<file path="config.mk">
export PLATFORM = sky130hd
export DESIGN_NAME = switch_gpio_port
export DESIGN_NICKNAME = d
export VERILOG_FILES = /design/src/verilog/gpio_pkg.sv /design/src/verilog/switch_gpio_port.sv
export SDC_FILE = /design/constraint.sdc
export NUM_CORES = 1
export LEC_CHECK = 0
export ABC_AREA = 1
export BUFFER_PORTS_ARGS = -buffer_cell sky130_fd_sc_hd__buf_2
export CAP_MARGIN = 30
export CORE_MARGIN = 2
export CORE_UTILIZATION = 50
export DETAILED_ROUTE_END_ITERATION = 12
export GPL_TIMING_DRIVEN = 0
export PLACE_DENSITY = 0.78
export SKIP_CTS_REPAIR_TIMING = 1
export SLEW_MARGIN = 25
export SYNTH_ARGS = -nofsm -noshare
export SYNTH_HDL_FRONTEND = slang
export SYNTH_SLANG_ARGS = --single-unit
</file>
<file path="constraint.sdc">
create_clock -name core_clk -period 2.1 [get_ports core_clk]
set_clock_uncertainty 0.05 [all_clocks]
set_input_delay 0.315 -clock core_clk [delete_from_list [all_inputs] [get_ports core_clk]]
set_output_delay 0.315 -clock core_clk [all_outputs]
set_load 0.03 [all_outputs]
</file>
<file path="src/verilog/gpio_pkg.sv">
package gpio_pkg;

	// ---------------------------------------------------------------
	// Geometry and clocking
	// ---------------------------------------------------------------
	localparam int unsigned PIN_COUNT      = 16;
	localparam int unsigned CLK_PERIOD_NS  = 10;
	// Least spacing between two input samples
	localparam int unsigned SAMPLE_MIN_NS  = 128;
	localparam int unsigned SAMPLE_CYCLES  = (SAMPLE_MIN_NS + CLK_PERIOD_NS - 1) / CLK_PERIOD_NS;
	localparam int unsigned SAMPLE_CNT_W   = $clog2(SAMPLE_CYCLES);
	localparam logic [SAMPLE_CNT_W-1:0] SAMPLE_RELOAD = SAMPLE_CNT_W'(SAMPLE_CYCLES - 1);

	// ---------------------------------------------------------------
	// Configuration space placement (dword indices)
	// ---------------------------------------------------------------
	localparam int unsigned CFG_INDEX_W    = 10;
	localparam logic [CFG_INDEX_W-1:0] IDX_PIN_FUNCTION_SELECT = 10'h0c8;
	localparam logic [CFG_INDEX_W-1:0] IDX_PIN_DIRECTION_CONFIG = 10'h0c9;
	localparam logic [CFG_INDEX_W-1:0] IDX_PIN_DATA            = 10'h0ca;

	// ---------------------------------------------------------------
	// Reset values
	// ---------------------------------------------------------------
	localparam logic [15:0] RST_FUNCTION_SELECT  = 16'h0000;
	localparam logic [15:0] RST_DIRECTION_CONFIG = 16'h0000;
	localparam logic [15:0] RST_DATA             = 16'h0000;
	localparam logic [31:0] RST_READ_DATA        = 32'h0000_0000;

	// ---------------------------------------------------------------
	// Pins that carry an alternate function
	// ---------------------------------------------------------------
	localparam int unsigned PIN_PORT_A_RESET = 0;
	localparam int unsigned PIN_PORT_B_RESET = 1;
	localparam int unsigned PIN_EXPANDER_A   = 2;
	localparam int unsigned PIN_EXPANDER_C   = 4;
	localparam int unsigned PIN_EVENT        = 7;
	localparam int unsigned PIN_PORT_C_RESET = 11;

	// ---------------------------------------------------------------
	// Types
	// ---------------------------------------------------------------
	typedef enum logic [1:0] {
		MODE_INPUT,
		MODE_OUTPUT,
		MODE_ALTERNATE
	} pin_mode_t;

	typedef struct packed {
		logic                   valid;
		logic                   write;
		logic [CFG_INDEX_W-1:0] index;
		logic [3:0]             byte_en;
		logic [31:0]            wdata;
	} cfg_req_t;

	typedef struct packed {
		logic        ack;
		logic [31:0] rdata;
	} cfg_rsp_t;

endpackage

</file>
<file path="src/verilog/switch_gpio_port.sv">
// Function
// - Sixteen pins, each input, output or alternate.
// - Each pin owns one bit per register.
// - Function bit set means alternate; else direction decides.
// - Reset puts every pin in general input.
// - Synchronize inputs; sample at most every 128 ns.
// - General mode forces alternate signal inactive internally.
// - Input mode captures sampled level into data.
// - Data read returns sampled pin level always.
// - Output mode drives pin from data bit.
// - Pins 0,1,11 alternate: downstream reset outputs.
// - Pins 2,4 alternate: expander interrupt inputs.
// - Pin 7 alternate: event output.
// - Registers reached by configuration space accesses.
// - Alternate pin level readable through data register.
`timescale 1ns/1ns

module switch_gpio_port
	import gpio_pkg::*;
#(
	parameter int unsigned PINS = PIN_COUNT
) (
	// Clock and reset
	input  wire logic              core_clk,
	input  wire logic              sys_rst,
	// Configuration access from the upstream port
	input  wire cfg_req_t          cfg_req,
	output cfg_rsp_t               cfg_rsp,
	// Pads
	input  wire logic [PINS-1:0]   gpio_in,
	output logic      [PINS-1:0]   gpio_out,
	output logic      [PINS-1:0]   gpio_oe_n,
	// Alternate function sources from the switch core
	input  wire logic              downstream_port_a_reset_out_n,
	input  wire logic              downstream_port_b_reset_out_n,
	input  wire logic              downstream_port_c_reset_out_n,
	input  wire logic              event_out_n,
	// Alternate function inputs toward the switch core
	output logic                   expander_irq_in_a_n,
	output logic                   expander_irq_in_c_n
);

	// ---------------------------------------------------------------
	// Registers
	// ---------------------------------------------------------------
	logic [PINS-1:0]         pin_function_select;
	logic [PINS-1:0]         pin_direction_config;
	logic [PINS-1:0]         out_value;
	logic [PINS-1:0]         sync_first;
	logic [PINS-1:0]         sync_second;
	logic [PINS-1:0]         sampled;
	logic [SAMPLE_CNT_W-1:0] sample_cnt;

	// ---------------------------------------------------------------
	// Access decode
	// ---------------------------------------------------------------
	wire logic hit_func  = cfg_req.index == IDX_PIN_FUNCTION_SELECT;
	wire logic hit_dir   = cfg_req.index == IDX_PIN_DIRECTION_CONFIG;
	wire logic hit_data  = cfg_req.index == IDX_PIN_DATA;
	wire logic do_write  = cfg_req.valid && cfg_req.write;
	wire logic do_read   = cfg_req.valid && !cfg_req.write;

	// Write strobes, one per register
	wire logic wr_func   = do_write && hit_func;
	wire logic wr_dir    = do_write && hit_dir;
	wire logic wr_data   = do_write && hit_data;

	// Byte lanes 0 and 1 carry the sixteen pin bits
	wire logic [PINS-1:0] lane_mask = {{8{cfg_req.byte_en[1]}}, {8{cfg_req.byte_en[0]}}};
	wire logic [PINS-1:0] wr_bits   = cfg_req.wdata[PINS-1:0];

	wire logic [PINS-1:0] next_function_select =
		(pin_function_select & ~lane_mask) | (wr_bits & lane_mask);
	wire logic [PINS-1:0] next_direction_config =
		(pin_direction_config & ~lane_mask) | (wr_bits & lane_mask);
	// Data writes land in the output latch in every mode
	wire logic [PINS-1:0] next_out_value =
		(out_value & ~lane_mask) | (wr_bits & lane_mask);

	// Unmapped indices read as zero and swallow writes
	wire logic [31:0] read_mux =
		hit_func ? {16'h0000, pin_function_select} :
		hit_dir  ? {16'h0000, pin_direction_config} :
		hit_data ? {16'h0000, sampled} :
		           32'h0000_0000;

	// ---------------------------------------------------------------
	// Configuration registers
	// ---------------------------------------------------------------
	// A write here can hand a pin to the core two cycles after the request
	always_ff @(posedge core_clk) begin
		if (sys_rst) begin
			pin_function_select <= RST_FUNCTION_SELECT;
		end else if (wr_func) begin
			pin_function_select <= next_function_select;
		end
	end

	// Direction only matters while the function bit is clear
	always_ff @(posedge core_clk) begin
		if (sys_rst) begin
			pin_direction_config <= RST_DIRECTION_CONFIG;
		end else if (wr_dir) begin
			pin_direction_config <= next_direction_config;
		end
	end

	// Written in any mode so software can preset a level before turning the drive on
	always_ff @(posedge core_clk) begin
		if (sys_rst) begin
			out_value <= RST_DATA;
		end else if (wr_data) begin
			out_value <= next_out_value;
		end
	end

	// Answer one cycle after the request; read data holds until the next read
	always_ff @(posedge core_clk) begin
		if (sys_rst) begin
			cfg_rsp.ack   <= 1'b0;
			cfg_rsp.rdata <= RST_READ_DATA;
		end else begin
			cfg_rsp.ack <= cfg_req.valid;
			if (do_read)
				cfg_rsp.rdata <= read_mux;
		end
	end

	// ---------------------------------------------------------------
	// Input synchronizer and slow sampler
	// ---------------------------------------------------------------
	// Pads are asynchronous; two flops before anything looks at them
	always_ff @(posedge core_clk) begin
		if (sys_rst) begin
			sync_first  <= '0;
			sync_second <= '0;
		end else begin
			sync_first  <= gpio_in;
			sync_second <= sync_first;
		end
	end

	// ---------------------------------------------------------------
	// Sample interval
	// ---------------------------------------------------------------
	wire logic                    sample_tick     = sample_cnt == '0;
	wire logic [SAMPLE_CNT_W-1:0] next_sample_cnt = sample_tick ? SAMPLE_RELOAD : SAMPLE_CNT_W'(sample_cnt - 1'b1);

	// Spacing samples by at least 128 ns filters short glitches on slow board signals
	always_ff @(posedge core_clk) begin
		if (sys_rst) begin
			sample_cnt <= SAMPLE_RELOAD;
			sampled    <= RST_DATA;
		end else begin
			sample_cnt <= next_sample_cnt;
			if (sample_tick)
				sampled <= sync_second;
		end
	end

	// ---------------------------------------------------------------
	// Per-pin mode decode and drive
	// ---------------------------------------------------------------
	// Alternate output sources by pin; pins without one stay undriven
	wire logic [PINS-1:0] alt_value;
	wire logic [PINS-1:0] next_gpio_out;
	wire logic [PINS-1:0] next_gpio_oe_n;

	genvar g;
	generate
		for (g = 0; g < PINS; g++) begin : g_pin
			// Only pins 0, 1, 7 and 11 carry a core signal out to the pad
			localparam bit HAS_ALT = (g == PIN_PORT_A_RESET) || (g == PIN_PORT_B_RESET) ||
			                         (g == PIN_PORT_C_RESET) || (g == PIN_EVENT);

			assign alt_value[g] =
				(g == PIN_PORT_A_RESET) ? downstream_port_a_reset_out_n :
				(g == PIN_PORT_B_RESET) ? downstream_port_b_reset_out_n :
				(g == PIN_PORT_C_RESET) ? downstream_port_c_reset_out_n :
				(g == PIN_EVENT)        ? event_out_n :
				                          1'b1;

			pin_cell #(
				.HAS_ALT_OUT (HAS_ALT)
			) i_cell (
				.function_bit  (pin_function_select[g]),
				.direction_bit (pin_direction_config[g]),
				.data_bit      (out_value[g]),
				.alt_source_n  (alt_value[g]),
				.drive_value   (next_gpio_out[g]),
				.drive_off     (next_gpio_oe_n[g])
			);
		end
	endgenerate

	// ---------------------------------------------------------------
	// Pad output flops
	// ---------------------------------------------------------------
	// Registered pad drive: no combinational path from the core to the board
	always_ff @(posedge core_clk) begin
		if (sys_rst) begin
			gpio_out <= '0;
		end else begin
			gpio_out <= next_gpio_out;
		end
	end

	// Drive is off through reset so a pad cannot fight the board before setup
	always_ff @(posedge core_clk) begin
		if (sys_rst) begin
			gpio_oe_n <= '1;
		end else begin
			gpio_oe_n <= next_gpio_oe_n;
		end
	end

	// ---------------------------------------------------------------
	// Alternate inputs toward the core
	// ---------------------------------------------------------------
	alt_input_gate i_irq_a (
		.core_clk     (core_clk),
		.sys_rst      (sys_rst),
		.function_bit (pin_function_select[PIN_EXPANDER_A]),
		.synced_level (sync_second[PIN_EXPANDER_A]),
		.irq_n        (expander_irq_in_a_n)
	);

	alt_input_gate i_irq_c (
		.core_clk     (core_clk),
		.sys_rst      (sys_rst),
		.function_bit (pin_function_select[PIN_EXPANDER_C]),
		.synced_level (sync_second[PIN_EXPANDER_C]),
		.irq_n        (expander_irq_in_c_n)
	);

endmodule

// ---------------------------------------------------------------
// One pad: mode decode and drive value
// ---------------------------------------------------------------
module pin_cell
	import gpio_pkg::*;
#(
	// Pin has a core signal to put on the pad
	parameter bit HAS_ALT_OUT = 1'b0
) (
	// Configuration bits of this pin
	input  wire logic function_bit,
	input  wire logic direction_bit,
	input  wire logic data_bit,
	// Alternate source, active low
	input  wire logic alt_source_n,
	// Pad controls ahead of the output flops
	output logic      drive_value,
	output logic      drive_off
);

	pin_mode_t mode;

	always_comb begin
		if (function_bit)
			mode = MODE_ALTERNATE;
		else if (direction_bit)
			mode = MODE_OUTPUT;
		else
			mode = MODE_INPUT;
	end

	// A pin whose alternate is an input never drives in alternate mode, or it would fight the board
	assign drive_value = (mode == MODE_OUTPUT)                   ? data_bit :
	                     (mode == MODE_ALTERNATE && HAS_ALT_OUT) ? alt_source_n :
	                     (mode == MODE_ALTERNATE)                ? 1'b1 : 1'b0;
	assign drive_off   = (mode == MODE_OUTPUT)    ? 1'b0 :
	                     (mode == MODE_ALTERNATE) ? !HAS_ALT_OUT : 1'b1;

endmodule

// ---------------------------------------------------------------
// Alternate input toward the core
// ---------------------------------------------------------------
module alt_input_gate (
	// Clock and reset
	input  wire logic core_clk,
	input  wire logic sys_rst,
	// Pin state
	input  wire logic function_bit,
	input  wire logic synced_level,
	// Toward the core, active low
	output logic      irq_n
);

	// In general mode the interrupt is held negated so stray pad levels cannot fire it
	wire logic next_irq_n = function_bit ? synced_level : 1'b1;

	always_ff @(posedge core_clk) begin
		if (sys_rst) begin
			irq_n <= 1'b1;
		end else begin
			irq_n <= next_irq_n;
		end
	end

endmodule
</file>
After elaboration in Yosys (flattened, before gate mapping)
Cells that the tools add are included.

Register bits: 167. Input bits: 70. Output and inout bits: 67. Word-level logic and storage cells: 156.

Add/sub/neg operators: 1. Eq/ne operators: 35. Mux-type cells: 87. Bitwise gates (word level): 10. Reductions and logical operators: 10.

Operators with widths (number): 1-bit two-way mux (68); 16-bit AND (4); 16-bit two-way mux (3); 16-bit bitwise OR (3); 2-bit by 1-bit == test with 1-bit output (second input constant) (16); 2-bit == test (second input constant) (16); 2-bit two-way mux (16); 10-bit by 8-bit == test with 1-bit output (second input constant) (3); 16-bit inverter (1); 2-bit OR reduction (3); 1-bit logical AND (5); 4-bit zero test (1); 4-bit by 1-bit subtractor with 4-bit output (second input constant) (1); 1-bit inverter (2); 1-bit zero test (1).

Depth between registers and ports, before layout
Gate-level depths: netlist of the first run.

Depth in word-level cells: 5. Gate-level depth with buffers: 10. Mapped depth without buffers: 9.

Hierarchy
From an unflattened synthesis of the first run, not the netlist that was laid out.

Cells, all modules: 887. Area total of the unflattened synthesis: 6394.9 µm².

Modules (own cells, without submodules): switch_gpio_port (instances 1, cells an instance 811, area each 6069.6 µm², seq. area each 2982.9 µm²); pin_cell at g_pin[10].i_cell ... (instances 12, cells an instance 4, area each 15.0 µm², seq. area each 0.0 µm²); pin_cell at g_pin[0].i_cell ... (instances 4, cells an instance 5, area each 20.0 µm², seq. area each 0.0 µm²); alt_input_gate (instances 2, cells an instance 4, area each 32.5 µm², seq. area each 20.0 µm²).

Worst setup path before layout of the first run
Ideal clock, no wire load.

Path kind: reg-to-reg. Start: register sample_cnt[0]. End: register sampled[10]. Setup time: 116 ps. Arrival: 1400 ps. Data required time: 1934 ps. Setup slack: 534 ps. Cell stages (with the launch flop): 10. Buffers on the path: 1. Period minus slack after synthesis: 1566 ps. Cells stage by stage: dfxtp_1 > inv_1 > ha_1 > inv_1 > or2_2 > nor2_4 > inv_1 > clkbuf_1 > nor2_1 > nor2_1.

Longest elaborated chain between the ends: 1.

RTL lines: from (decl) (line switch_gpio_port.sv:52) `logic [SAMPLE_CNT_W-1:0] sample_cnt;`; from (signal assigned) (line switch_gpio_port.sv:155) `sample_cnt <= next_sample_cnt;`; 4-bit zero test (line switch_gpio_port.sv:146) `wire logic sample_tick = sample_cnt == '0;`; to (signal assigned) (line switch_gpio_port.sv:157) `sampled <= sync_second;`; to (decl) (line switch_gpio_port.sv:51) `logic [PINS-1:0] sampled;`.

No other way between the ends. A chain may end at the register's enable or synchronous reset.

Worst setup path after layout of the first run
Start: register sample_cnt[0]. End: register sampled[11].

Same word-level chain as after synthesis.

==> results by stage, run 1 <==
Yosys:
- The sequential share of the synthesized area is 51.3%.
- Synthesis produced between 700 and 800 cells.
- Yosys printed 0 warnings.
- After synthesis, the netlist uses 28 different library cells.
- The register bit total from synthesis is around 150.
- The synthesized netlist occupies a cell area of between 5000 and 6000 µm².
- The average size of a mapped cell is ~7.4 µm².

Critical path:
- Of all nets on the critical path, the largest fanout is 10.
- The cell that appears most often on the critical path is inv_1.
- The required time of the critical path is between 2 and 2.5 ns.
- The largest single stage delay on the critical path is between 0.3 and 0.4 ns.
- The nature of the critical path endpoint is a flip-flop.
- Traced cell by cell, the critical path runs through inv_1 -> ha_1 -> inv_1 -> or2_2 -> nor2_4 -> inv_1 -> clkbuf_1 -> nor2_1 -> nor2_1.
- The classification of the worst setup path is reg -> reg.
- The end of the worst register-to-register path is sampled[11]$_SDFFE_PP0P_.
- STA classifies the critical path startpoint as a flip-flop.
- The slack of the worst reg-to-reg path is about 0.30 ns.
- The origin of the critical flop-to-flop path is sample_cnt[0]$_SDFF_PP0_.
- The number of buffers and inverters on the critical path is 4.
- The startpoint of the most critical setup path is sample_cnt[0]$_SDFF_PP0_.
- In this design, the largest share of critical-path delay is due to simple AND/OR/NAND/NOR gates.
- The total number of cells along the worst setup path is 9.
- The data arrival time of the critical path is between 2 and 2.5 ns.
- The cell with the largest stage delay on the worst path is dfxtp_1.
- Measured in cells, the most critical reg-to-reg path has a length of 9.
- In this run the worst setup path terminates at sampled[11]$_SDFFE_PP0P_.

Pwr:
- Of the total power, the share spent switching nets is 23.3%.
- The power density over cell area is roughly 890 nW/µm².
- The fraction of power consumed by the clock network is around half.
- The leakage dissipation is 3.74 nW.
- Cell internal power was estimated by the tool at 4.95 mW.
- The combinational power share is 4.9%.
- The analysis attributes to net switching a power of around 1.5 mW.
- The maximum VDD drop is a little over 1 mV.
- Sequential cells account for about 45% of the total power.
- Overall power consumption after layout is estimated at 6.46 mW.

Layout:
- Cells with a size suffix above 1 make up between 10% and 20% of the layout.
- The finished layout holds approximately 1100 standard cells, fillers aside.
- The final layout net count is between 1000 and 1500.
- The layout filler cell count is approximately 1000.
- The library cells used most frequently in the layout, excluding fill and tap cells, are nand2_1 (178), nor2_1 (170), dfxtp_1 (151).
- The synthesis-to-finish area growth is 23.2%.
- Leaving out fill and tap cells, the most frequent cell in the layout is nand2_1.
- The number of antenna cells inserted is 0.
- The end-of-flow core utilization is about 63%.

Global routing:
- The total global routing track utilization is between 20% and 30%.
- The via count of the first global-routing pass is around 4800.
- The leftover overflow at the end of global routing is 0.
- The initial antenna violation count is 0.
- The wire length of the first global-routing pass is around 22000 µm.
- Entering global routing, the biggest net connects 17 pins.

Timing:
- The pin slew with the least headroom to its limit is approximately 0.66 ns.
- Setup slack on the critical path of the routed design comes to about 0.30 ns.
- The fraction of the cycle the final worst path needs is between 80% and 90%.
- The max-slew violation total from the final report is 0.
- Setup repair after global routing left no endpoint under its margin.
- The highest achievable clock rate is 557 MHz.
- Setup violations remaining at the end of the flow were counted as 0.
- The final period demand of the worst path is ~1.8 ns.
- In the final timing run, aggregate negative setup slack is 0 ns.
- The number of endpoints with negative hold slack in the final report is 0.
- The worst max-slew margin expressed relative to the limit is between 50% and 60%.

Detailed routing:
- In the routed design, unresolved DRC markers number 0.
- The final wirelength is 13600 µm.
- For this block, the initial DRC count from the detailed router was 400.
- Dividing the detail-routed wire length by the instance count gives around 13 µm.
- The count of nets left with antenna violations once routing finished came out at 0.
- The vias after detailed routing is just over 5000.
- The detailed-router iteration count before antenna repair is 5.
- The mean number of vias per cell is approximately 4.7.

Floorplanning:
- The die is 113 µm wide.
- The floorplan die area is ~13000 µm².
- Once the floorplan was initialized, standard cells occupied 51.4% of the core.
- During I/O placement, the number of pins put on the boundary was roughly 140.
- Measured along the y axis, the die boundary spans 113 µm.
- The placeable core region is roughly 11000 µm².
- Row generation in the floorplan step produced 39 rows.

Clock network:
- The source-to-sink clock delay at the later pin of the worst-skew pair is around 0.42 ns.
- The number of clock sinks is roughly 150.
- TritonCTS built the clock tree.
- The cell chosen for the clock root is clkbuf_16.
- The clock input transition at the sequential cells of the worst setup and hold paths is approximately 0.07 ns.
- The buffer levels on the longest clock path is 2.
- The H-tree generated during clock tree synthesis spans 4 levels.
- The number of buffers created by CTS is 17.

Worst hold path:
- The classification of the worst-slack hold path is in -> reg.

Place:
- At the end of routability-driven placement, the weighted congestion stood at ~0.9.
- After legalization and detailed placement, the total HPWL measured between 9000 and 10000 µm.
- During placement, the flow inserted port buffers numbering 101.
- In this run, placement finished with an instance count of 1054.
- Before CTS, the worst setup slack after placement is around 0.10 ns.

Job:
- The tool flagged a number of max-cap violations equal to 0.

Outcome:
- The flow ran to the end, and the final reports show no timing, DRC or antenna violations.
## area by class of cell
type,count,area (µm²),share of cell area [%]
Sequential cell,151,3020,41.6
Clock inverter,14,188,2.58
Clock buffer,18,439,6.05
Multi-Input combinational cell,499,2220,30.5
Tap cell,143,179,2.46
Inverter,110,413,5.68
Buffer,50,300,4.13
Timing Repair Buffer,101,505,6.96
## cells in the mapped netlist
cell type | number | area (µm²)
buf_1 | 1 | 3.75
nand2_2 | 2 | 12.5
nor2_8 | 1 | 20.0
o211ai_1 | 16 | 120
conb_1 | 1 | 3.75
and2_4 | 2 | 17.5
a21oi_1 | 29 | 145
inv_1 | 108 | 405
or2_2 | 1 | 6.26
nand3_4 | 4 | 70.1
buf_6 | 6 | 67.6
dfxtp_1 | 151 | 3020
nand3_1 | 44 | 220
nor3_1 | 1 | 5.00
xnor2_1 | 1 | 8.76
a211oi_1 | 4 | 30.0
nand3b_1 | 2 | 15.0
clkbuf_1 | 21 | 78.8
nor2_1 | 170 | 638
nor2_2 | 3 | 18.8
ha_1 | 1 | 12.5
buf_4 | 16 | 120
buf_2 | 6 | 30.0
nor2_4 | 2 | 22.5
o21ai_0 | 20 | 100
inv_2 | 2 | 7.51
nand2_1 | 178 | 668
nand4_2 | 2 | 25.0
## worst reg2reg max path, cell delays in order, from the launching register on
cell and delay [ns]:
dfxtp_1 0.32, inv_1 0.06, ha_1 0.14, inv_1 0.04
or2_2 0.30, nor2_4 0.18, inv_1 0.16, clkbuf_1 0.23
nor2_1 0.14, nor2_1 0.06
## per-stage QoR
step / cell area (µm²) / hold WS [ns]
after floorplan: 5950 / 0.329
after global placement: 6640 / 0.342
after detailed placement: 6640 / 0.342
after CTS: 7260 / 0.0310
after global routing: 7260 / 0.0412
final: 7260 / 0.0326
## cell families after synthesis
logic type	count (synthesis)	synth area share, %
simple gates	412	29.5
fa+ha+maj	1	0.212
compound gates	69	6.71
buf+inv	160	12.1
flops	151	51.3
other cells	1	0.0636
xor+xnor	1	0.149
## worst min path at each step
stage / start / endpoint / slack, ns / cells after the start
2_1_floorplan: flip-flop / i_irq_a.irq_n$_SDFF_PP1_ / 0.33 / 1
3_3_place_gp: sync_first[15]$_SDFF_PP0_ / sync_second[15]$_SDFF_PP0_ / 0.34 / 2
3_5_place_dp: sync_first[1]$_SDFF_PP0_ / sync_second[1]$_SDFF_PP0_ / 0.34 / 2
4_1_cts: gpio_in[13] / sync_first[13]$_SDFF_PP0_ / 0.03 / 3
5_1_grt: gpio_in[7] / sync_first[7]$_SDFF_PP0_ / 0.04 / 3
6_report: gpio_in[13] / sync_first[13]$_SDFF_PP0_ / 0.03 / 3
## power by group through the flow
stage,registers [mW],logic (mW),clock network [mW]
after floorplan,3.00,0.203,0
after global placement,3.00,0.308,0
after detailed placement,3.00,0.312,0
after CTS,2.93,0.315,3.23
after global routing,2.94,0.352,3.39
final,2.93,0.316,3.21
## routing by layer
metal | track usage [%] | share of wire, % | vias up
met2 | 35.2 | 46 | 177
met5 | 0 | 0 | -
met4 | 8.86 | 1.6 | 0
met3 | 6.32 | 6.7 | 24
li1 | - | - | 2651
met1 | 28.8 | 46 | 2291
(Power assumes the default switching activity.)
==> run 2, diff against run 1 <==
- ABC_AREA: 1 -> unset
==> run 2 against run 1 <==
  * Clock-buffer cell count rose by 3
  * Sequential share of layout area grew 1.4 points
  * Via count fell by 15%
  * Cell count is 22% lower
  * First-iteration DRC count decreased by 29%
  * Worst setup slack worse by 0.11 ns
  * Critical path depth is 3 lower
  * Non-clock buffer count down 3
  * Largest power group unchanged
  * Maximum frequency down 5.5%
  * Combinational power increased by 13%
  * Total power down 1.9%
  * Clock power decreased by 5%
  * Critical path type unchanged
==> results by stage, run 2 <==
Critical path:
- The delay of the slowest cell on the worst path is about 0.43 ns.
- Along the worst path, the maximum fanout reaches 10.
- Traced cell by cell, the critical path runs through inv_1 -> ha_1 -> nor3b_4 -> clkbuf_1 -> nand2_1 -> a21oi_1.
- The required time of the critical path is approximately 2.4 ns.
- The sum of buffers and inverters on the critical path is 2.
- The number of cells on the worst reg-to-reg path is 6.
- The worst setup path is launched from a flip-flop.
- For flop-to-flop paths, the worst setup slack is slightly below 0.2 ns.
- By startpoint and endpoint, the worst setup path is classified as reg -> reg.
- The data arrival time of the critical path is ~2.2 ns.
- The endpoint identified for the worst register-to-register timing path is sampled[11]$_SDFFE_PP0P_.
- The category of cells accounting for the largest share of critical-path delay is simple AND/OR/NAND/NOR gates.
- The origin of the critical flop-to-flop path is sample_cnt[0]$_SDFF_PP0_.
- The cell with the largest stage delay on the worst path is nor3b_4.
- STA classifies the critical path endpoint as a flip-flop.

Floorplanning:
- In this run the core area contains 38 standard-cell rows.
- For this design the top-level I/O count stands at approximately 140.
- The die is 111 µm tall.
- The initial core utilization is 51.8%.
- The horizontal extent of the die is 111 µm.
- The placeable core region is between 10000 and 15000 µm².
- The die covers roughly 12000 µm².

Yosys:
- Sorting the synthesized cells by area gives the leading types as dfxtp_1 (53%), mux2i_1 (9.1%), nand2b_1 (9.0%), nor2b_1 (3.6%), nand2_1 (2.8%).
- After synthesis, the most frequently instantiated cells are dfxtp_1 (151), nand2b_1 (82), mux2i_1 (52).
- Among all flip-flop cells after synthesis, the most frequent one is dfxtp_1.
- The proportion of register bits with asynchronous set or reset after synthesis is 0%.
- The Yosys step of the flow raised 0 warnings.
- A synthesized cell averages roughly 10 µm².
- The synthesized instance count is 565.
- The post-synthesis cell type count is 31.
- In this run, synthesis produced a sequential element count of roughly 150.
- dfxtp_1 is the most common cell in the netlist.
- In this run the biggest area consumer among cell types represents about 53% of the synthesized area.
- The number of synthesized flops with an enable pin is 0.
- Summing the sequential cell areas from Yosys gives about 53% of the chip area.
- Summed over all instances, the cell type with the most area after synthesis is dfxtp_1.
- The combined area of all synthesized cells is 5690 µm².

Timing:
- Timing would allow up to between 500 and 600 MHz.
- The slack of the critical path is 0.199 ns.
- The final period demand of the worst path is around 1.9 ns.
- The worst max-slew margin expressed relative to the limit is between 50% and 60%.
- After routing, the total negative slack on setup checks comes to 0 ns.
- The max-slew violation total from the final report was 0.
- For the pin with the worst max-slew slack, the measured transition is 0.672 ns.
- The number of endpoints with negative hold slack in the final report is 0.
- Setup repair after global routing left no endpoint under its margin.
- The worst path uses slightly above 90% of the clock period.
- The setup violation total in the final timing report is 0.

Layout:
- The layout has 879 filler cells.
- The sequential cells in the finished layout cover a total of 3020 µm².
- The number of antenna cells inserted is 0.
- The share of final-layout standard cells stronger than drive strength 1 is 23.6%.
- The most common library cell in the layout ignoring fill and taps is dfxtp_1.
- The multi-input combinational cells in the finished layout cover a total of 2310 µm².
- Compared with the post-synthesis result, the final layout area differs by 23.5%.
- The library cells used most frequently in the layout, excluding fill and tap cells, are dfxtp_1 (151), buf_2 (105), nand2b_1 (82).
- The final layout net count is just under 800.

Global routing:
- The via count of the first global-routing pass is 4420.
- Entering global routing, the biggest net connects 17 pins.
- The initial antenna violation count was 0.
- The total global routing track utilization is between 20% and 30%.
- The leftover overflow at the end of global routing is 0.
- The wire length of the first global-routing pass is between 20000 and 25000 µm.

Detailed routing:
- The mean number of vias per cell is 5.12.
- The number of violations reported at the end of detailed-routing iteration 0 is between 200 and 300.
- The DRC violation count after routing is 0.
- The per-cell routed wire length is 16.0 µm.
- The count of antenna-violating nets left after detailed routing is 0.
- Summing over every cut layer, the via total after detailed routing is between 4000 and 5000.
- The first detailed-routing pass took 6 iterations.
- The final wirelength is between 10000 and 15000 µm.

Outcome:
- The run finished with clean final reports.

Pwr:
- The fraction of power consumed by the clock network is about half.
- Power spread over the standard cell area amounts to ~900 nW/µm².
- The share of total power consumed by net switching is between 20 and 25%.
- The analysis attributes to net switching a power of between 1 and 1.5 mW.
- The maximum VDD drop is approximately 0.47 mV.
- The portion of total power attributed to sequential cells is between 40% and 50%.
- The share of total power dissipated in combinational logic is under 10%.
- Summed over all cells, the static leakage comes to between 3 and 4 nW.
- The internal power component is around 5 mW.

Clock network:
- The number of H-tree levels is 4.
- In this run the deepest clock path goes through 2 buffers.
- Buffers inserted during clock tree synthesis total 17.
- CTS placed an instance of clkbuf_16 at the clock tree root.
- The tree built by TritonCTS fans out to between 150 and 200 sinks.
- The source-to-sink clock delay at the later pin of the worst-skew pair is just over 0.4 ns.
- Clock-pin slew was measured on the worst setup and hold paths at around 0.060 ns.
- The TritonCTS clock tree is done.

Job:
- The count of maximum capacitance violations is 0.

Worst hold path:
- The path with the worst hold slack has its endpoint at sync_first[2]$_SDFF_PP0_.
- The worst hold path belongs to the class in -> reg.
- In this run the most critical hold path is launched from gpio_in[2].
- The worst hold path was traced through 2 stages.

Place:
- The total half-perimeter wirelength after legalization and detailed placement is a little under 10000 µm.
- The placer's final routability congestion estimate is between 0.8 and 0.9.
- The number of buffers added on ports is 100.
- The minimum setup slack after placement is -0.118 ns.
[run 2: changes by cell type in the layout (fill, tap and decap cells not counted), moves of 6 or more]
cell      change
a222oi_1     +16
a22o_1       +16
inv_1        -72
mux2i_1      +52
nand2_1     -135
nand2b_1     +82
nand3_1      -44
nor2_1      -143
nor2b_1      +33
o211ai_1     -16
o21ai_0      -20
o21bai_1      +6
[run 2: cells by family (layout without fill, tap and decap cells)]
group | Yosys count | count (layout) | synth area share (%)
simple gates | 207 | 207 | 21.3
flops | 151 | 151 | 53.1
buf+inv | 84 | 216 | 7.36
compound gates | 68 | 68 | 8.70
mux | 52 | 52 | 9.14
fa+ha+maj | 1 | 1 | 0.220
other cells | 1 | 16 | 0.0659
xor+xnor | 1 | 1 | 0.154
[run 2: per-layer routing]
| layer | GRT usage (%) | vias up | wire length [µm] | share of wire [%] |
|---|---|---|---|---|
| met4 | 10.7 | 0 | 405 | 3.0 |
| met5 | 0 | - | 0 | 0 |
| li1 | - | 2106 | - | - |
| met2 | 37.8 | 170 | 6730 | 49 |
| met3 | 5.36 | 32 | 803 | 5.9 |
| met1 | 25.7 | 2056 | 5730 | 42 |
[run 2: area by class of cell]
type | instances | area share [%]
plain buffers | 48 | 4.04
clock inverters | 11 | 2.12
well taps | 140 | 2.49
repair buffers | 100 | 7.12
clock buffers | 21 | 6.41
inverters | 36 | 1.92
multi-input cells | 345 | 32.9
flip-flops and latches | 151 | 43.0
[run 2: worst max path at each step]
| stage | slack [ns] | start | to | depth (start not counted) |
|---|---|---|---|---|
| final | 0.20 | sample_cnt[0]$_SDFF_PP0_ | sampled[11]$_SDFFE_PP0P_ | 6 |
| after floorplan | 0.50 | sample_cnt[0]$_SDFF_PP0_ | sampled[6]$_SDFFE_PP0P_ | 7 |
| after detailed placement | -0.12 | sys_rst | gpio_out[15]$_SDFF_PP0_ | 6 |
| after global routing | 0.05 | sample_cnt[0]$_SDFF_PP0_ | sampled[11]$_SDFFE_PP0P_ | 6 |
| after global placement | -0.07 | sys_rst | gpio_out[15]$_SDFF_PP0_ | 6 |
| after CTS | 0.07 | sample_cnt[0]$_SDFF_PP0_ | sampled[11]$_SDFFE_PP0P_ | 6 |
[run 2: power by group through the flow]
stage               registers (mW)  logic, mW  clock network [mW]
detailed placement            2.99      0.348                   0
CTS                           2.93      0.350                3.09
global placement              2.99      0.333                   0
floorplan                     2.99      0.234                   0
finish                        2.93      0.356                3.04
global route                  2.94      0.385                3.20
[run 2: through the flow]
| stage | instances | power, mW | hold slack (ns) | cell area (µm²) | utilization [%] |
|---|---|---|---|---|---|
| after floorplan | 580 | 3.22 | 0.335 | 5750 | - |
| after global placement | 820 | 3.32 | 0.368 | 6420 | 58.5 |
| after detailed placement | 820 | 3.34 | 0.353 | 6420 | 58.5 |
| after CTS | 852 | 6.37 | 0.0393 | 7020 | 64.0 |
| after global routing | 852 | 6.52 | 0.0557 | 7030 | 64.0 |
| final | 852 | 6.33 | 0.0582 | 7030 | 64.0 |
==> run 3, diff against run 2 <==
- ABC_CLOCK_PERIOD_IN_PS: unset -> 2100
- CTS_BUF_LIST: unset -> sky130_fd_sc_hd__clkbuf_4 sky130_fd_sc_hd__clkbuf_8 sky130_fd_sc_hd__clkbuf_16
- SLEW_MARGIN: 25 -> 20
==> run 3 against run 2 <==
  * Sequential power about the same
  * Clock power grew 2%
  * Flip-flop and latch count did not move
  * Highest routed layer unchanged
  * Total power grew 0.67%
  * Largest cell class unchanged
  * Critical path type unchanged
  * Worst setup slack got worse by 0.0022 ns
==> results by stage, run 3 (same netlist as run 2, synthesis figures left out) <==
Layout:
- The library cell used most frequently in the layout, excluding fill and tap cells, is dfxtp_1.
- The layout filler cell count is 873.
- The final layout contains 770 nets.
- Summing all multi-input logic gate instances after layout gives approximately 2300 µm².
- Compared with the post-synthesis result, the final layout area differs by 23.7%.
- The share of final-layout standard cells stronger than drive strength 1 is between 20% and 30%.
- 0 antenna diodes ended up in the layout.
- Leaving out fill and tap cells, the most frequent cells in the layout are dfxtp_1 (151), buf_2 (105), nand2b_1 (82).
- The end-of-flow core utilization is between 60 and 70%.
- The register area is between 3000 and 4000 µm².

Pwr:
- The total power after layout is 6.37 mW.
- The analysis attributes to cell leakage a power of 3.06 nW.
- Power spread over the standard cell area amounts to slightly above 900 nW/µm².
- Across the VDD grid, the largest voltage drop is 0.466 mV.

Job:
- Across the run, the number of max-cap violations was 0.

Critical path:
- STA classifies the critical path startpoint as a flip-flop.
- The critical path is of the reg -> reg type.
- The peak fanout along the critical path is 10.
- The origin of the critical flop-to-flop path is sample_cnt[0]$_SDFF_PP0_.
- The largest individual stage delay along the critical path comes from the cell nor3b_4.
- STA puts the critical path data required time at 2.39 ns.
- Walking the worst path, the cells encountered are inv_1 -> ha_1 -> nor3b_4 -> clkbuf_1 -> nand2_1 -> a21oi_1.
- The kind of cell with the highest combined delay along the critical path is simple AND/OR/NAND/NOR gates.
- The startpoint of the most critical setup path is sample_cnt[0]$_SDFF_PP0_.
- The sum of buffers and inverters on the critical path is 2.
- The nature of the critical path endpoint is a flip-flop.
- The data arrival time of the critical path is roughly 2.2 ns.
- In this design, the stage delay of the slowest critical-path cell is 0.43 ns.

Floorplanning:
- The row count is 38.
- Pin placement for this block handled around 140 I/O pins.
- The initial core utilization is between 50% and 60%.
- The die is 111 µm wide.
- The core region is 11000 µm².
- The die is 111 µm tall.
- The floorplan die area is between 10000 and 15000 µm².

Timing:
- Setup repair after global routing left no endpoint under its margin.
- The worst hold slack after final layout is 0.0586 ns.
- At the pin with the least slew margin, the transition time is approximately 0.64 ns.
- The final period demand of the worst path is 1.90 ns.
- The slack of the critical path is roughly 0.2 ns.
- The max-slew violation total from the final report is 0.
- Setup violations remaining at the end of the flow were counted as 0.
- The worst max-slew margin expressed relative to the limit is between 50% and 60%.
- In the final timing run, aggregate negative setup slack is 0 ns.
- Derived from the worst setup path, the maximum achievable clock frequency is approximately 530 MHz.
- The final critical path takes up 90.6% of the cycle.
- The number of endpoints with negative hold slack in the final report is 0.

Clock network:
- The TritonCTS clock tree is done.
- Clock latency on the worst-skew pair, taken at its later pin, is roughly 0.41 ns.
- Clock-pin slew was measured on the worst setup and hold paths at about 0.060 ns.
- In this run the number of H-tree levels came out at 4.
- TritonCTS created 17 clock buffers.
- The buffer levels on the longest clock path is 2.
- The cell chosen for the clock root is clkbuf_16.
- The number of clock sinks is around 150.

Place:
- In this run the tool buffered the top-level ports with 100 buffer cells.
- Detailed placement finished with a half-perimeter wire length of ~9800 µm.
- Timing analysis after detailed placement gives a worst setup slack of -0.118 ns.
- The congestion estimate from routability-driven global placement came to between 0.8 and 0.9.

Outcome:
- The run finished with clean final reports.

Global routing:
- The leftover overflow at the end of global routing is 0.
- The via count of the first global-routing pass is 4424.
- Global routing used roughly 22% of the available tracks across all layers.
- The first global-routing pass estimated approximately 21000 µm of wire.
- The initial antenna violation count is 0.
- Entering global routing, the biggest net connects 17 pins.

Worst hold path:
- The source of the worst hold timing path is gpio_in[2].
- The classification of the worst-slack hold path is in -> reg.

Detailed routing:
- The final wirelength is around 14000 µm.
- The detail route stage leaves a number of antenna-violating nets equal to 0.
- In the routed layout, each cell is associated on average with a via count of just over 5.
- The final route contains 4345 vias.
- The number of violations reported at the end of detailed-routing iteration 0 is about 280.
- The detailed-router iteration count before antenna repair is 5.
- After detailed routing, the number of remaining DRC violations is 0.
- The per-cell routed wire length is 16.0 µm.
-- run 3: cell counts in the layout (fill, tap and decap cells not counted) --
No cell type changed its count.
-- run 3: metal layers --
metal  global-route usage [%]  up-vias  share of wire, %
li1                         -     2112                 -
met1                     25.8     2040                42
met2                     37.8      157                49
met4                     10.7        0               3.2
met5                        0        -                 0
met3                     5.36       36               5.8
-- run 3: report_power, final --
group / leakage (nW) / internal, mW / switching (mW)
Sequential: 1.22 / 2.91 / 0.0251
Clock: 0.294 / 1.94 / 1.15
Combinational: 1.54 / 0.151 / 0.204
-- run 3: layout make-up --
cell class,count,area share [%]
Timing Repair Buffer,100,7.11
Multi-Input combinational cell,345,32.9
Buffer,48,4.03
Sequential cell,151,42.9
Clock buffer,21,6.56
Tap cell,140,2.49
Inverter,36,1.92
Clock inverter,11,2.11
-- run 3: metrics by stage --
step           instance area [µm²]  instances
6_report                      7040        852
3_5_place_dp                  6420        820
4_1_cts                       7040        852
2_1_floorplan                 5750        580
5_1_grt                       7040        852
3_3_place_gp                  6420        820
-- run 3: final timing paths --
| path | slack, ns | cells past startpoint | end |
|---|---|---|---|
| setup / recovery | 0.20 | 6 | sampled[11]$_SDFFE_PP0P_ |
| hold / removal | 0.06 | 2 | sync_first[2]$_SDFF_PP0_ |
| setup reg to reg | 0.20 | 6 | sampled[11]$_SDFFE_PP0P_ |
| hold reg to reg | 0.37 | 1 | gpio_oe_n[2]$_SDFF_PP1_ |
